`config.mk`:
```
export PLATFORM = sky130hd
export DESIGN_NAME = dmaru_top
export DESIGN_NICKNAME = d
export VERILOG_FILES = /design/src/dmaru_pkg.sv /design/src/dmaru_top.sv /design/src/dmaru_addr_step.sv /design/src/dmaru_count_step.sv
export VERILOG_INCLUDE_DIRS = /design/src
export SDC_FILE = /design/constraint.sdc
export NUM_CORES = 2
export LEC_CHECK = 0
export BUFFER_PORTS_ARGS = -buffer_cell sky130_fd_sc_hd__clkbuf_2
export CAP_MARGIN = 20
export CELL_PAD_IN_SITES_DETAIL_PLACEMENT = 0
export CELL_PAD_IN_SITES_GLOBAL_PLACEMENT = 2
export CORE_UTILIZATION = 37
export DETAILED_ROUTE_END_ITERATION = 10
export PLACE_DENSITY = 0.8
export SETUP_SLACK_MARGIN = 0.5
export SYNTH_ARGS = -nofsm -noshare
export SYNTH_HDL_FRONTEND = slang
export SYNTH_SLANG_ARGS = --single-unit
```
`constraint.sdc`:
```
create_clock -name ref_clk -period 8.2 [get_ports ref_clk]
set_input_delay 2.46 -clock ref_clk [delete_from_list [all_inputs] [get_ports ref_clk]]
set_output_delay 2.46 -clock ref_clk [all_outputs]
set_load 0.02 [all_outputs]
```
`src/dmaru_cfg.svh`:
```
`ifndef DMARU_CFG_SVH
`define DMARU_CFG_SVH

// Register offsets inside one channel window, byte addresses
`define DMARU_OFS_SRC      5'h00
`define DMARU_OFS_DST      5'h04
`define DMARU_OFS_CNT      5'h08
`define DMARU_OFS_BLK      5'h0c
`define DMARU_OFS_OFFSET   5'h10
`define DMARU_OFS_CTL      5'h14
// Channel window size is 32 bytes, channel 1 starts at 0x20
`define DMARU_CH_BIT       5

// Control register field positions
`define DMARU_EN_BIT       0
`define DMARU_SIZE_LSB     1
`define DMARU_SUPD_LSB     4
`define DMARU_DUPD_LSB     6
`define DMARU_MODE_LSB     8
`define DMARU_SIDE_BIT     10
`define DMARU_SAREA_LSB    11
`define DMARU_DAREA_LSB    16
`define DMARU_SAIE_BIT     21
`define DMARU_DAIE_BIT     22
`define DMARU_ACT_BIT      24
`define DMARU_DONE_BIT     25
`define DMARU_ESC_BIT      26
`define DMARU_ERR_BIT      27
// Bits that software may write in the control register
`define DMARU_CTL_WMASK    32'h007fffff

// Transfer modes
`define DMARU_MODE_NORMAL  2'h0
`define DMARU_MODE_REPEAT  2'h1
`define DMARU_MODE_BLOCK   2'h2

// Reset values
`define DMARU_RST_WORD     32'h00000000

`endif

```
`src/dmaru_pkg.sv`:
```
package dmaru_pkg;

  typedef enum logic [2:0] {
    DMARU_IDLE  = 3'b001,
    DMARU_READ  = 3'b010,
    DMARU_WRITE = 3'b100
  } dmaru_state_t;

  typedef struct packed {
    logic [31:0] src;
    logic [31:0] dst;
    logic [31:0] cnt;
    logic [31:0] blk;
    logic [31:0] ofs;
    logic [31:0] ctl;
    logic [31:0] srcStart;
    logic [31:0] dstStart;
  } dmaru_chan_t;

  typedef struct packed {
    dmaru_chan_t [1:0] ch;
    dmaru_state_t      fsm;
    logic              cur;
    logic [2:0]        left;
    logic [31:0]       itemStart;
    logic              ovfPend;
    logic [31:0]       busAddr;
    logic [1:0]        busSize;
    logic              busRead;
    logic              busWrite;
    logic [7:0]        dAddr;
    logic              dWrite;
    logic              dValid;
    logic [31:0]       hrdata;
    logic              hreadyout;
  } dmaru_regs_t;

  // Bytes moved by one item of the given size code
  function automatic logic [2:0] sizeBytes(input logic [1:0] size);
    unique case (size)
      2'h0:    sizeBytes = 3'h1;
      2'h1:    sizeBytes = 3'h2;
      default: sizeBytes = 3'h4;
    endcase
  endfunction

endpackage

```
`src/dmaru_top.sv`:
```
// What this block does
// - Drive current address, then update it
// - Source field: fixed, offset, increment, decrement
// - Destination field: fixed, offset, increment, decrement
// - Size code picks step 1, 2, 4
// - Misaligned reads split, item ends at start+step
// - Misaligned writes split, item ends at start+step
// - Source reloads start on block end
// - Destination reloads start on block end
// - Repeat area keeps upper address bits
// - Counter drops by bytes moved
// - Zero counter stays zero, unlimited
// - CPU write wins; a control write setting enable overrides a stop
// - High half reload, low half counter
// - Counter one-to-zero loads reload size
// - Hardware clears enable on listed events
// - Offset added per item regardless size
`timescale 1ns/1ns
`default_nettype none
`include "dmaru_cfg.svh"
module dmaru_top (
  input  wire logic        ref_clk,
  input  wire logic        reset,
  input  wire logic        hsel,
  input  wire logic [31:0] haddr,
  input  wire logic [1:0]  htrans,
  input  wire logic        hwrite,
  input  wire logic [2:0]  hsize,
  input  wire logic [31:0] hwdata,
  input  wire logic        hready,
  output logic      [31:0] hrdata,
  output logic             hreadyout,
  output logic             hresp,
  input  wire logic [1:0]  xferReq,
  input  wire logic        busAck,
  input  wire logic        nmi,
  input  wire logic        addrError,
  input  wire logic        standby,
  output logic      [31:0] busAddr,
  output logic      [1:0]  busSize,
  output logic             busRead,
  output logic             busWrite,
  output logic             busChannel,
  output logic      [1:0]  channelEnable
);
  dmaru_pkg::dmaru_regs_t st;
  dmaru_pkg::dmaru_regs_t next_st;
  dmaru_pkg::dmaru_chan_t cc;
  logic [31:0] srcNext;
  logic        srcOvf;
  logic [31:0] dstNext;
  logic        dstOvf;
  logic [31:0] cntNext;
  logic        cntZero;
  logic [31:0] blkNext;
  logic        blkWrap;
  logic        blockish;
  logic        srcReload;
  logic        dstReload;

  // Sub-access size from alignment and bytes left in the item
  function automatic logic [1:0] subSize(input logic [31:0] addr, input logic [2:0] left);
    if (left >= 3'h4 && addr[1:0] == 2'h0) begin
      subSize = 2'h2;
    end else if (left >= 3'h2 && addr[0] == 1'b0) begin
      subSize = 2'h1;
    end else begin
      subSize = 2'h0;
    end
  endfunction

  function automatic logic [31:0] readReg(input dmaru_pkg::dmaru_chan_t c, input logic [4:0] ofs,
                                          input logic act);
    unique case (ofs)
      `DMARU_OFS_SRC:    readReg = c.src;
      `DMARU_OFS_DST:    readReg = c.dst;
      `DMARU_OFS_CNT:    readReg = c.cnt;
      `DMARU_OFS_BLK:    readReg = c.blk;
      `DMARU_OFS_OFFSET: readReg = c.ofs;
      `DMARU_OFS_CTL: begin
        readReg = c.ctl;
        readReg[`DMARU_ACT_BIT] = act;
      end
      default:           readReg = 32'h0;
    endcase
  endfunction

  assign cc = st.ch[st.cur];
  assign blockish = cc.ctl[`DMARU_MODE_LSB +: 2] != `DMARU_MODE_NORMAL;
  assign srcReload = blockish && !cc.ctl[`DMARU_SIDE_BIT] && blkWrap;
  assign dstReload = blockish && cc.ctl[`DMARU_SIDE_BIT] && blkWrap;

  dmaru_addr_step srcStep (
    .itemStart (st.itemStart),
    .xferStart (cc.srcStart),
    .offset    (cc.ofs),
    .upd       (cc.ctl[`DMARU_SUPD_LSB +: 2]),
    .size      (cc.ctl[`DMARU_SIZE_LSB +: 2]),
    .area      (cc.ctl[`DMARU_SAREA_LSB +: 5]),
    .reload    (srcReload),
    .nextAddr  (srcNext),
    .overflow  (srcOvf)
  );

  dmaru_addr_step dstStep (
    .itemStart (st.itemStart),
    .xferStart (cc.dstStart),
    .offset    (cc.ofs),
    .upd       (cc.ctl[`DMARU_DUPD_LSB +: 2]),
    .size      (cc.ctl[`DMARU_SIZE_LSB +: 2]),
    .area      (cc.ctl[`DMARU_DAREA_LSB +: 5]),
    .reload    (dstReload),
    .nextAddr  (dstNext),
    .overflow  (dstOvf)
  );

  dmaru_count_step cntStep (
    .cnt     (cc.cnt),
    .blk     (cc.blk),
    .size    (cc.ctl[`DMARU_SIZE_LSB +: 2]),
    .nextCnt (cntNext),
    .hitZero (cntZero),
    .nextBlk (blkNext),
    .blkWrap (blkWrap)
  );

  always_comb begin
    logic [2:0]  subBytes;
    logic [31:0] wdat;
    logic        ch;
    logic [31:0] ctlNew;
    logic        act;
    subBytes = 3'h0;
    wdat = 32'h0;
    ch = 1'b0;
    ctlNew = 32'h0;
    act = 1'b0;
    next_st = st;
    next_st.hreadyout = 1'b1;
    subBytes = dmaru_pkg::sizeBytes(st.busSize);
    unique case (st.fsm)
      dmaru_pkg::DMARU_IDLE: begin
        if (xferReq[0] && st.ch[0].ctl[`DMARU_EN_BIT]) begin
          ch = 1'b0;
        end else begin
          ch = 1'b1;
        end
        if (xferReq[ch] && st.ch[ch].ctl[`DMARU_EN_BIT]) begin
          next_st.cur = ch;
          next_st.left = dmaru_pkg::sizeBytes(st.ch[ch].ctl[`DMARU_SIZE_LSB +: 2]);
          next_st.itemStart = st.ch[ch].src;
          next_st.busAddr = st.ch[ch].src;
          next_st.busSize = subSize(st.ch[ch].src, next_st.left);
          next_st.busRead = 1'b1;
          next_st.ovfPend = 1'b0;
          next_st.fsm = dmaru_pkg::DMARU_READ;
        end
      end
      dmaru_pkg::DMARU_READ: begin
        if (busAck) begin
          next_st.left = st.left - subBytes;
          if (st.left == subBytes) begin
            next_st.ch[st.cur].src = srcNext;
            next_st.ovfPend = srcOvf && cc.ctl[`DMARU_SAIE_BIT];
            next_st.left = dmaru_pkg::sizeBytes(cc.ctl[`DMARU_SIZE_LSB +: 2]);
            next_st.itemStart = cc.dst;
            next_st.busAddr = cc.dst;
            next_st.busSize = subSize(cc.dst, next_st.left);
            next_st.busRead = 1'b0;
            next_st.busWrite = 1'b1;
            next_st.fsm = dmaru_pkg::DMARU_WRITE;
          end else begin
            next_st.ch[st.cur].src = cc.src + {29'h0, subBytes};
            next_st.busAddr = cc.src + {29'h0, subBytes};
            next_st.busSize = subSize(next_st.busAddr, next_st.left);
          end
        end
      end
      dmaru_pkg::DMARU_WRITE: begin
        if (busAck) begin
          next_st.left = st.left - subBytes;
          if (st.left == subBytes) begin
            next_st.ch[st.cur].dst = dstNext;
            next_st.ch[st.cur].cnt = cntNext;
            if (blockish) begin
              next_st.ch[st.cur].blk = blkNext;
            end
            next_st.busWrite = 1'b0;
            next_st.fsm = dmaru_pkg::DMARU_IDLE;
            if (cntZero) begin
              next_st.ch[st.cur].ctl[`DMARU_EN_BIT] = 1'b0;
              next_st.ch[st.cur].ctl[`DMARU_DONE_BIT] = 1'b1;
            end
            if ((blkWrap && cc.ctl[`DMARU_MODE_LSB +: 2] == `DMARU_MODE_REPEAT) || st.ovfPend
                || (dstOvf && cc.ctl[`DMARU_DAIE_BIT])) begin
              next_st.ch[st.cur].ctl[`DMARU_EN_BIT] = 1'b0;
              next_st.ch[st.cur].ctl[`DMARU_ESC_BIT] = 1'b1;
            end
          end else begin
            next_st.ch[st.cur].dst = cc.dst + {29'h0, subBytes};
            next_st.busAddr = cc.dst + {29'h0, subBytes};
            next_st.busSize = subSize(next_st.busAddr, next_st.left);
          end
        end
      end
      default: begin
        next_st.fsm = dmaru_pkg::DMARU_IDLE;
        next_st.busRead = 1'b0;
        next_st.busWrite = 1'b0;
      end
    endcase
    if (nmi || addrError || standby) begin
      for (int i = 0; i < 2; i++) begin
        next_st.ch[i].ctl[`DMARU_EN_BIT] = 1'b0;
      end
      if (nmi || addrError) begin
        next_st.ch[0].ctl[`DMARU_ERR_BIT] = 1'b1;
      end
    end
    if (st.dValid && st.dWrite && st.dAddr[7:6] == 2'h0) begin
      ch = st.dAddr[`DMARU_CH_BIT];
      wdat = hwdata;
      unique case (st.dAddr[4:0])
        `DMARU_OFS_SRC:    next_st.ch[ch].src = wdat;
        `DMARU_OFS_DST:    next_st.ch[ch].dst = wdat;
        `DMARU_OFS_CNT:    next_st.ch[ch].cnt = wdat;
        `DMARU_OFS_BLK:    next_st.ch[ch].blk = wdat;
        `DMARU_OFS_OFFSET: next_st.ch[ch].ofs = wdat;
        `DMARU_OFS_CTL: begin
          ctlNew = (wdat & `DMARU_CTL_WMASK) | (next_st.ch[ch].ctl & ~`DMARU_CTL_WMASK);
          if (!wdat[`DMARU_EN_BIT]) begin
            ctlNew[`DMARU_EN_BIT] = 1'b0;
          end else if (!st.ch[ch].ctl[`DMARU_EN_BIT]) begin
            ctlNew[`DMARU_DONE_BIT] = 1'b0;
            ctlNew[`DMARU_ESC_BIT] = 1'b0;
            next_st.ch[ch].srcStart = next_st.ch[ch].src;
            next_st.ch[ch].dstStart = next_st.ch[ch].dst;
          end
          next_st.ch[ch].ctl = ctlNew;
        end
        default: begin
        end
      endcase
    end
    // AHB-Lite address phase capture
    next_st.dValid = hsel && htrans[1] && hready;
    if (next_st.dValid) begin
      next_st.dAddr = haddr[7:0];
      next_st.dWrite = hwrite;
    end
    if (next_st.dValid && !hwrite) begin
      ch = haddr[`DMARU_CH_BIT];
      act = next_st.fsm != dmaru_pkg::DMARU_IDLE && next_st.cur == ch;
      if (haddr[31:6] == 26'h0) begin
        next_st.hrdata = readReg(next_st.ch[ch], haddr[4:0], act);
      end else begin
        next_st.hrdata = 32'h0;
      end
    end
  end

  always_ff @(posedge ref_clk) begin
    if (reset) begin
      for (int i = 0; i < 2; i++) begin
        st.ch[i] <= '{default: `DMARU_RST_WORD};
      end
      st.fsm <= dmaru_pkg::DMARU_IDLE;
      st.cur <= 1'b0;
      st.left <= 3'h0;
      st.itemStart <= 32'h0;
      st.ovfPend <= 1'b0;
      st.busAddr <= 32'h0;
      st.busSize <= 2'h0;
      st.busRead <= 1'b0;
      st.busWrite <= 1'b0;
      st.dAddr <= 8'h0;
      st.dWrite <= 1'b0;
      st.dValid <= 1'b0;
      st.hrdata <= 32'h0;
      st.hreadyout <= 1'b1;
    end else begin
      st <= next_st;
    end
  end

  assign hrdata = st.hrdata;
  assign hreadyout = st.hreadyout;
  assign hresp = 1'b0;
  assign busAddr = st.busAddr;
  assign busSize = st.busSize;
  assign busRead = st.busRead;
  assign busWrite = st.busWrite;
  assign busChannel = st.cur;
  assign channelEnable = {st.ch[1].ctl[`DMARU_EN_BIT], st.ch[0].ctl[`DMARU_EN_BIT]};
endmodule
`default_nettype wire

```
`src/dmaru_addr_step.sv`:
```
`timescale 1ns/1ns
`default_nettype none
module dmaru_addr_step (
  input  wire logic [31:0] itemStart,
  input  wire logic [31:0] xferStart,
  input  wire logic [31:0] offset,
  input  wire logic [1:0]  upd,
  input  wire logic [1:0]  size,
  input  wire logic [4:0]  area,
  input  wire logic        reload,
  output logic      [31:0] nextAddr,
  output logic             overflow
);
  logic [31:0] step;
  logic [31:0] moved;
  logic [31:0] mask;

  always_comb begin
    step = {29'h0, dmaru_pkg::sizeBytes(size)};
    unique case (upd)
      2'h0:    moved = itemStart;
      2'h1:    moved = itemStart + offset;
      2'h2:    moved = itemStart + step;
      default: moved = itemStart - step;
    endcase
    mask = (area == 5'h0) ? 32'hffffffff : ((32'h1 << area) - 32'h1);
    nextAddr = (itemStart & ~mask) | (moved & mask);
    overflow = (area != 5'h0) && (upd != 2'h0) && (((moved ^ itemStart) & ~mask) != 32'h0);
    if (reload) begin
      nextAddr = xferStart;
      overflow = 1'b0;
    end
  end
endmodule
`default_nettype wire

```
`src/dmaru_count_step.sv`:
```
`timescale 1ns/1ns
`default_nettype none
module dmaru_count_step (
  input  wire logic [31:0] cnt,
  input  wire logic [31:0] blk,
  input  wire logic [1:0]  size,
  output logic      [31:0] nextCnt,
  output logic             hitZero,
  output logic      [31:0] nextBlk,
  output logic             blkWrap
);
  logic [31:0] bytes;

  always_comb begin
    bytes = {29'h0, dmaru_pkg::sizeBytes(size)};
    if (cnt == 32'h0) begin
      nextCnt = 32'h0;
      hitZero = 1'b0;
    end else if (cnt <= bytes) begin
      nextCnt = 32'h0;
      hitZero = 1'b1;
    end else begin
      nextCnt = cnt - bytes;
      hitZero = 1'b0;
    end
    if (blk[15:0] == 16'h1) begin
      nextBlk = {blk[31:16], blk[31:16]};
      blkWrap = 1'b1;
    end else begin
      nextBlk = {blk[31:16], blk[15:0] - 16'h1};
      blkWrap = 1'b0;
    end
  end
endmodule
`default_nettype wire

```
* Word-level counts from Yosys, hierarchy flattened *
Index checks and enable logic that the tools add are counted.

word-level totals
  memories = 0
  word-level logic and storage cells = 316
  input bits = 80
  latch bits = 0
  memory bits (writable) = 0
  register bits after elaboration = 631
  memory bits (read-only) = 0
  output and inout bits = 73

operators by class
  bitwise logic cells = 19
  reductions and logical operators = 65
  $mul = 0
  shift-type cells = 2
  equality and inequality tests = 31
  $add $sub $neg = 10
  mux-type cells = 146
  div/mod/pow operators = 0
  order comparisons = 13

operators with widths
  kind              number
  $bwmux W512       18
  $mux W512         16
  $demux W256 S1    15
  $pmux W512 S6     1
  $mux W256         10
  $mux W515         2
  $pmux W512 S2     1
  $mux W224         4
  $mux W192         2
  $mux W160         2
  $mux W32          8
  $mux W65          3
  $and A32 B32 Y32  6
  $pmux W32 S3      2
  $pmux W32 S6      1
  $mux W128         1
  $mux W34          3
  $pmux W34 S3      1
  $add A32 B3 Y32   3
  $mux W96          1
  $mux W91          1
  $mux W90          1
  $mux W75          1
  $mux W72          1
  other kinds (52)  182

* Longest topological paths before layout *
  depth after elaboration = 47
  depth in mapped cells = 31

* By module *
Synthesis repeated with hierarchy kept, for this count alone.

unflattened totals
  cell total of the unflattened synthesis = 6,616
  area total of the unflattened synthesis = 47,860.9 um^2

modules (own cells, without submodules)
  module            instances  sequential area each (um^2)  area each (um^2)  cells each
  dmaru_top         1          12,572.1                     37,267.0          4,869
  dmaru_addr_step   2          0.0                          4,554.4           752
  dmaru_count_step  1          0.0                          1,485.2           243

* Worst setup path after synthesis *
Ideal clock, no wire load.

  kind = register to register
  start point = register st (netlist bit busChannel)
  end point = register hrdata[0] (netlist name)
  slack = 1,270 ps
  clock period less this slack = 6,930 ps
  arrival time = 6,860 ps
  stages on the path, launching flop included = 31
  required time = 8,130 ps
  buffers on the path = 16
  cell sequence = dfxtp_1 -> buf_6 -> buf_6 -> buf_2 -> buf_4 -> buf_4 -> buf_6 -> buf_4 -> buf_4 -> buf_2 -> buf_2 -> buf_2 -> buf_4 -> buf_2 -> buf_2 -> mux2_2 -> ha_1 -> clkbuf_1 -> nand4_1 -> or4_1 -> clkbuf_1 -> a31o_2 -> and4_1 -> a211oi_1 -> o2111ai_1 -> or4_4 -> nor4_4 -> nand4_2 -> a2111oi_2 -> nor3_1 -> a21oi_1

on the way
  word-level cells in the longest chain between the ends = 41

RTL lines
  what                                             line                                                                 text
  start: declaration                               dmaru_top.sv:46                                                      dmaru_pkg::dmaru_regs_t st;
  start signal: assignment                         dmaru_top.sv:282                                                     st <= next_st;
  $mux W256 (not written as such) (2 in series)    dmaru_top.sv:88                                                      assign cc = st.ch[st.cur];
  $eq A2 B1 Y1 (tied with other cells)             dmaru_pkg.sv:40                                                      unique case (size)
  $pmux W3 S2 or $sub A32 B1 Y32 (tied branches)   dmaru_pkg.sv:40, dmaru_addr_step.sv:26
  $sub A32 B3 Y32 (tied with other cells)          dmaru_addr_step.sv:24                                                default: moved = itemStart - step;
  $pmux W32 S3 or $not A32 Y32 (tied branches)     dmaru_addr_step.sv:20, dmaru_addr_step.sv:27, dmaru_addr_step.sv:28
  $and A32 B32 Y32                                 dmaru_addr_step.sv:27                                                nextAddr = (itemStart & ~mask) | (moved & mask);
  $or A32 B32 Y32                                  dmaru_addr_step.sv:27
  $mux W32                                         dmaru_addr_step.sv:29                                                if (reload) begin
  [23 not listed]                                  --
  $mux W512                                        dmaru_top.sv:223                                                     unique case (st.dAddr[4:0])
  $mux W512                                        dmaru_top.sv:220                                                     if (st.dValid && st.dWrite && st.dAddr[7:6] == 2'h0) begin
  $bwmux W512                                      dmaru_top.sv:239                                                     next_st.ch[ch].ctl = ctlNew;
  $pmux W512 S6                                    dmaru_top.sv:223
  $mux W512 *                                      dmaru_top.sv:220
  $mux W256 (not written as such) * (2 in series)  dmaru_top.sv:255                                                     next_st.hrdata = readReg(next_st.ch[ch], haddr[4:0], act);
  $pmux W32 S6 *                                   dmaru_top.sv:74                                                      unique case (ofs)
  $mux W32 *                                       dmaru_top.sv:254                                                     if (haddr[31:6] == 26'h0) begin

Every way passes the cells marked *; elsewhere a longest branch is shown, timed or not. The select of a mux whose other input is x is not followed.
A chain may end at the register's enable or synchronous reset.

* Worst setup path in the final report *
  start point = register st (netlist bit busChannel)
  end point = register hrdata[24] (netlist name)

on the way
  word-level cells in the longest chain between the ends = 41

RTL lines
  what                                            line
  $mux W256 (not written as such) (2 in series)   dmaru_top.sv:88
  $eq A2 B1 Y1 (tied with other cells)            dmaru_pkg.sv:40
  $pmux W3 S2 or $sub A32 B1 Y32 (tied branches)  dmaru_pkg.sv:40, dmaru_addr_step.sv:26
  $sub A32 B3 Y32 (tied with other cells)         dmaru_addr_step.sv:24
  $pmux W32 S3 or $not A32 Y32 (tied branches)    dmaru_addr_step.sv:20, dmaru_addr_step.sv:27, dmaru_addr_step.sv:28
  $and A32 B32 Y32                                dmaru_addr_step.sv:27
  $or A32 B32 Y32                                 dmaru_addr_step.sv:27
  $mux W32                                        dmaru_addr_step.sv:29
  [23 not listed]                                 --
  $mux W512                                       dmaru_top.sv:223
  $mux W512                                       dmaru_top.sv:220
  $bwmux W512                                     dmaru_top.sv:239
  $pmux W512 S6                                   dmaru_top.sv:223
  $mux W512                                       dmaru_top.sv:220
  $mux W256 (not written as such) (2 in series)   dmaru_top.sv:255
  $pmux W32 S6 *                                  dmaru_top.sv:74
  $mux W32 *                                      dmaru_top.sv:254

Marks and branches as above.

==> run metrics <==
CTS tree=built; Tightest Pin Transition=1296 ps; Final Hold Viols=0; Die H=364.7 um; GPL Wtd Cong=1.082; Worst Path Max Fanout=17; Crit. End Element=flop; largest net degree at the start of global routing=162; arrival time at the worst endpoint=7440 ps; Synth area leaders=dfxtp_1, nor2_1, mux2i_1; crit start category=flop; combinational family with the most area after synthesis=compound AO/OA/AOI/OAI gates; Layout area overhead=9.889%; Max-Cap Viols=0; first-pass GRT wire length=405000 um; Cell variety after synth=113; starting DRC count in detailed routing=8442; Req. time, crit path=8780 ps; Synth top area share=25.82%; Pre-Repair DR Iteration Count=6; Crit Path Category=flop to flop; clock network power share=51.8%; XOR/XNOR share of the synthesized area=3.238%; synthesized area=48690 um2; DRT Wirelength=297300 um; Pint=0.005289 W; Post-synth EDFFs=0; largest area contributor in the netlist=dfxtp_1; CTS Buf Count=78; number of antenna violations at the first check in global routing=25; vias in the first global route=49.92k; Final Instance Area=53500 um2; DP HPWL=222300 um; Ys Warns=0; layout cell share with drive strength beyond 1=11.15%; vias per inst=6.650; Worst IR Drop VDD=0.1529 mV; Syn Nets=7035; cells after synthesis=6896; Root Buffer=clkbuf_16; CTS sink cnt=628; Final ANT Viol Nets=0; Hold Path Class=flop to flop; minimum clock period=6858 ps; sequential fraction of the synthesis area=25.82%; I/O pins=153; Die ar.=133000 um2; H-tree depth=3; worst skew pair latency=710 ps; post-CTS repair timing setup buffer count=0; Setup-failing EPs final=0; Psw=0.001866 W; mux contribution to synthesized area=9.761%; row count=132; GRT Resource Usage Total=43.15%; Cell Area, Placed=50780 um2; number of fillers in the final layout=13.86k; most frequent cells in the layout=nor2_1, nand2_1, a21oi_1; net count reported at finish=6846; most common cell after layout, fill and taps aside=nor2_1; simple-gate portion of the synthesized area=25.61%; number of buffers added on ports=146; status=finished clean; core footprint=130000 um2; Avg Cell Area, Syn=7.060 um2; Switching Share=26.08%; hold_ws=452.1 ps; FMAX=145.8 MHz; CTS resizes=0; RSZ-0062 raised after global routing=no; synthesis-stage register bit count=628; slew margin rel.=13.60%; static leakage=18.73 nW; FFs w/ async S/R, synth=0%; Slew Viols, Final=0; clock-pin transition on the worst setup and hold timing paths=60 ps; logic gate share of total power=5.4%; Main synth FF type=dfxtp_1; crit share post-route=83.63%; Reg power frac=42.8%; GRT overflow=0; adder-cell share of the synthesized area=1.624%; vias=56.65k; CTS Hold Bufs=0; die span in x=364.7 um; clk buf depth=3; Compound-Gate Fraction of Synth Area=27.42%; Setup TNS=0 ps; Initial Utilization=37.46%; Residual DRC=0; pwr dens=133.7 nW/um2; WL/cell=34.89 um; Fin Clk Skew=26.40 ps
## worst max-delay path, stage by stage (launching register included)
cell and delay (ps):
dfxtp_4 540, mux2i_1 310, and2_1 720, ha_1 340
inv_1 70, fa_1 490, o21bai_1 580, nand2_1 510
nor4_1 630, xor2_1 130, a2bb2oi_1 170, o21ai_1 140
o211ai_1 780, o21ai_1 210, and3_1 260, a2111oi_0 390
a211oi_1 90, o32a_1 360
## metrics by stage
step	total power [W]	std cells	setup slack (ps)	utilization, %
floorplan	0.003313	6896	1270	-
global placement	0.003494	8361	1490	39.05
detailed placement	0.003496	8362	1418	39.07
CTS	0.007139	8500	1698	41.09
global route	0.007276	8507	1337	41.14
finish	0.007155	8519	1342	41.16
## routing by layer
metal	routed length (um)	global-route usage [%]	part of all wire [%]	vias to the layer above
li1	-	-	-	24510
met1	118600	56.23	40	27660
met2	118500	60.35	40	3714
met3	34040	11.27	11	746
met4	25980	32.73	8.7	14
met5	80	0	0.027	-
## worst paths after layout
kind              cells past startpoint  slack, ps                      end                   from
setup / recovery                     17       1340  hrdata[24]$_SDFFE_PP0P_  busChannel$_SDFF_PP0_
hold / removal                        2        450       st[411]$_SDFF_PP0_     st[411]$_SDFF_PP0_
setup reg to reg                     17       1340  hrdata[24]$_SDFFE_PP0P_  busChannel$_SDFF_PP0_
hold reg to reg                       2        450       st[411]$_SDFF_PP0_     st[411]$_SDFF_PP0_
## logic make-up after synthesis
| group | Yosys count |
|---|---|
| AND/OR/NAND/NOR | 2769 |
| other | 2 |
| adder cells (fa/ha/maj) | 59 |
| multiplexers | 460 |
| buffers and inverters | 715 |
| XOR/XNOR | 180 |
| flip-flops | 628 |
| AO/OA/AOI/OAI | 2083 |
## cells in the mapped netlist (86+ instances only)
library cell / n
nor2_1: 994
nand2_1: 914
a21oi_1: 670
dfxtp_1: 628
clkbuf_1: 435
o21ai_0: 388
mux2i_1: 349
a211oi_1: 175
nor3_1: 165
nand3_1: 140
xnor2_1: 112
nor2b_1: 108
mux2_2: 107
a31oi_1: 88
o211ai_1: 86
## power by group through the flow
stage / Clock, W / Sequential, W / Combinational (W)
detailed placement: 0 / 0.00313 / 0.000369
global placement: 0 / 0.00313 / 0.000367
finish: 0.00371 / 0.00306 / 0.000389
global route: 0.00383 / 0.00306 / 0.000392
CTS: 0.00371 / 0.00306 / 0.000369
floorplan: 0 / 0.00312 / 0.000189
## layout make-up
| class | count | area [um2] | area share [%] |
|---|---|---|---|
| multi-input cells | 5553 | 33260 | 62.16 |
| flip-flops and latches | 628 | 12580 | 23.51 |
| repair buffers | 384 | 2590 | 4.841 |
| clock buffers | 111 | 2287 | 4.275 |
| well taps | 1742 | 2180 | 4.074 |
| clock inverters | 27 | 344.1 | 0.6431 |
| inverters | 62 | 234.0 | 0.4373 |
| diodes | 12 | 30.03 | 0.05613 |
## flip-flops by register name, indices dropped and copies added (netlist names)
signal,cells
busWrite,1
hrdata,32
st,557
busRead,1
busAddr,32
channelEnable,2
busSize,2
busChannel,1
Power figures use the tool's default switching activity.
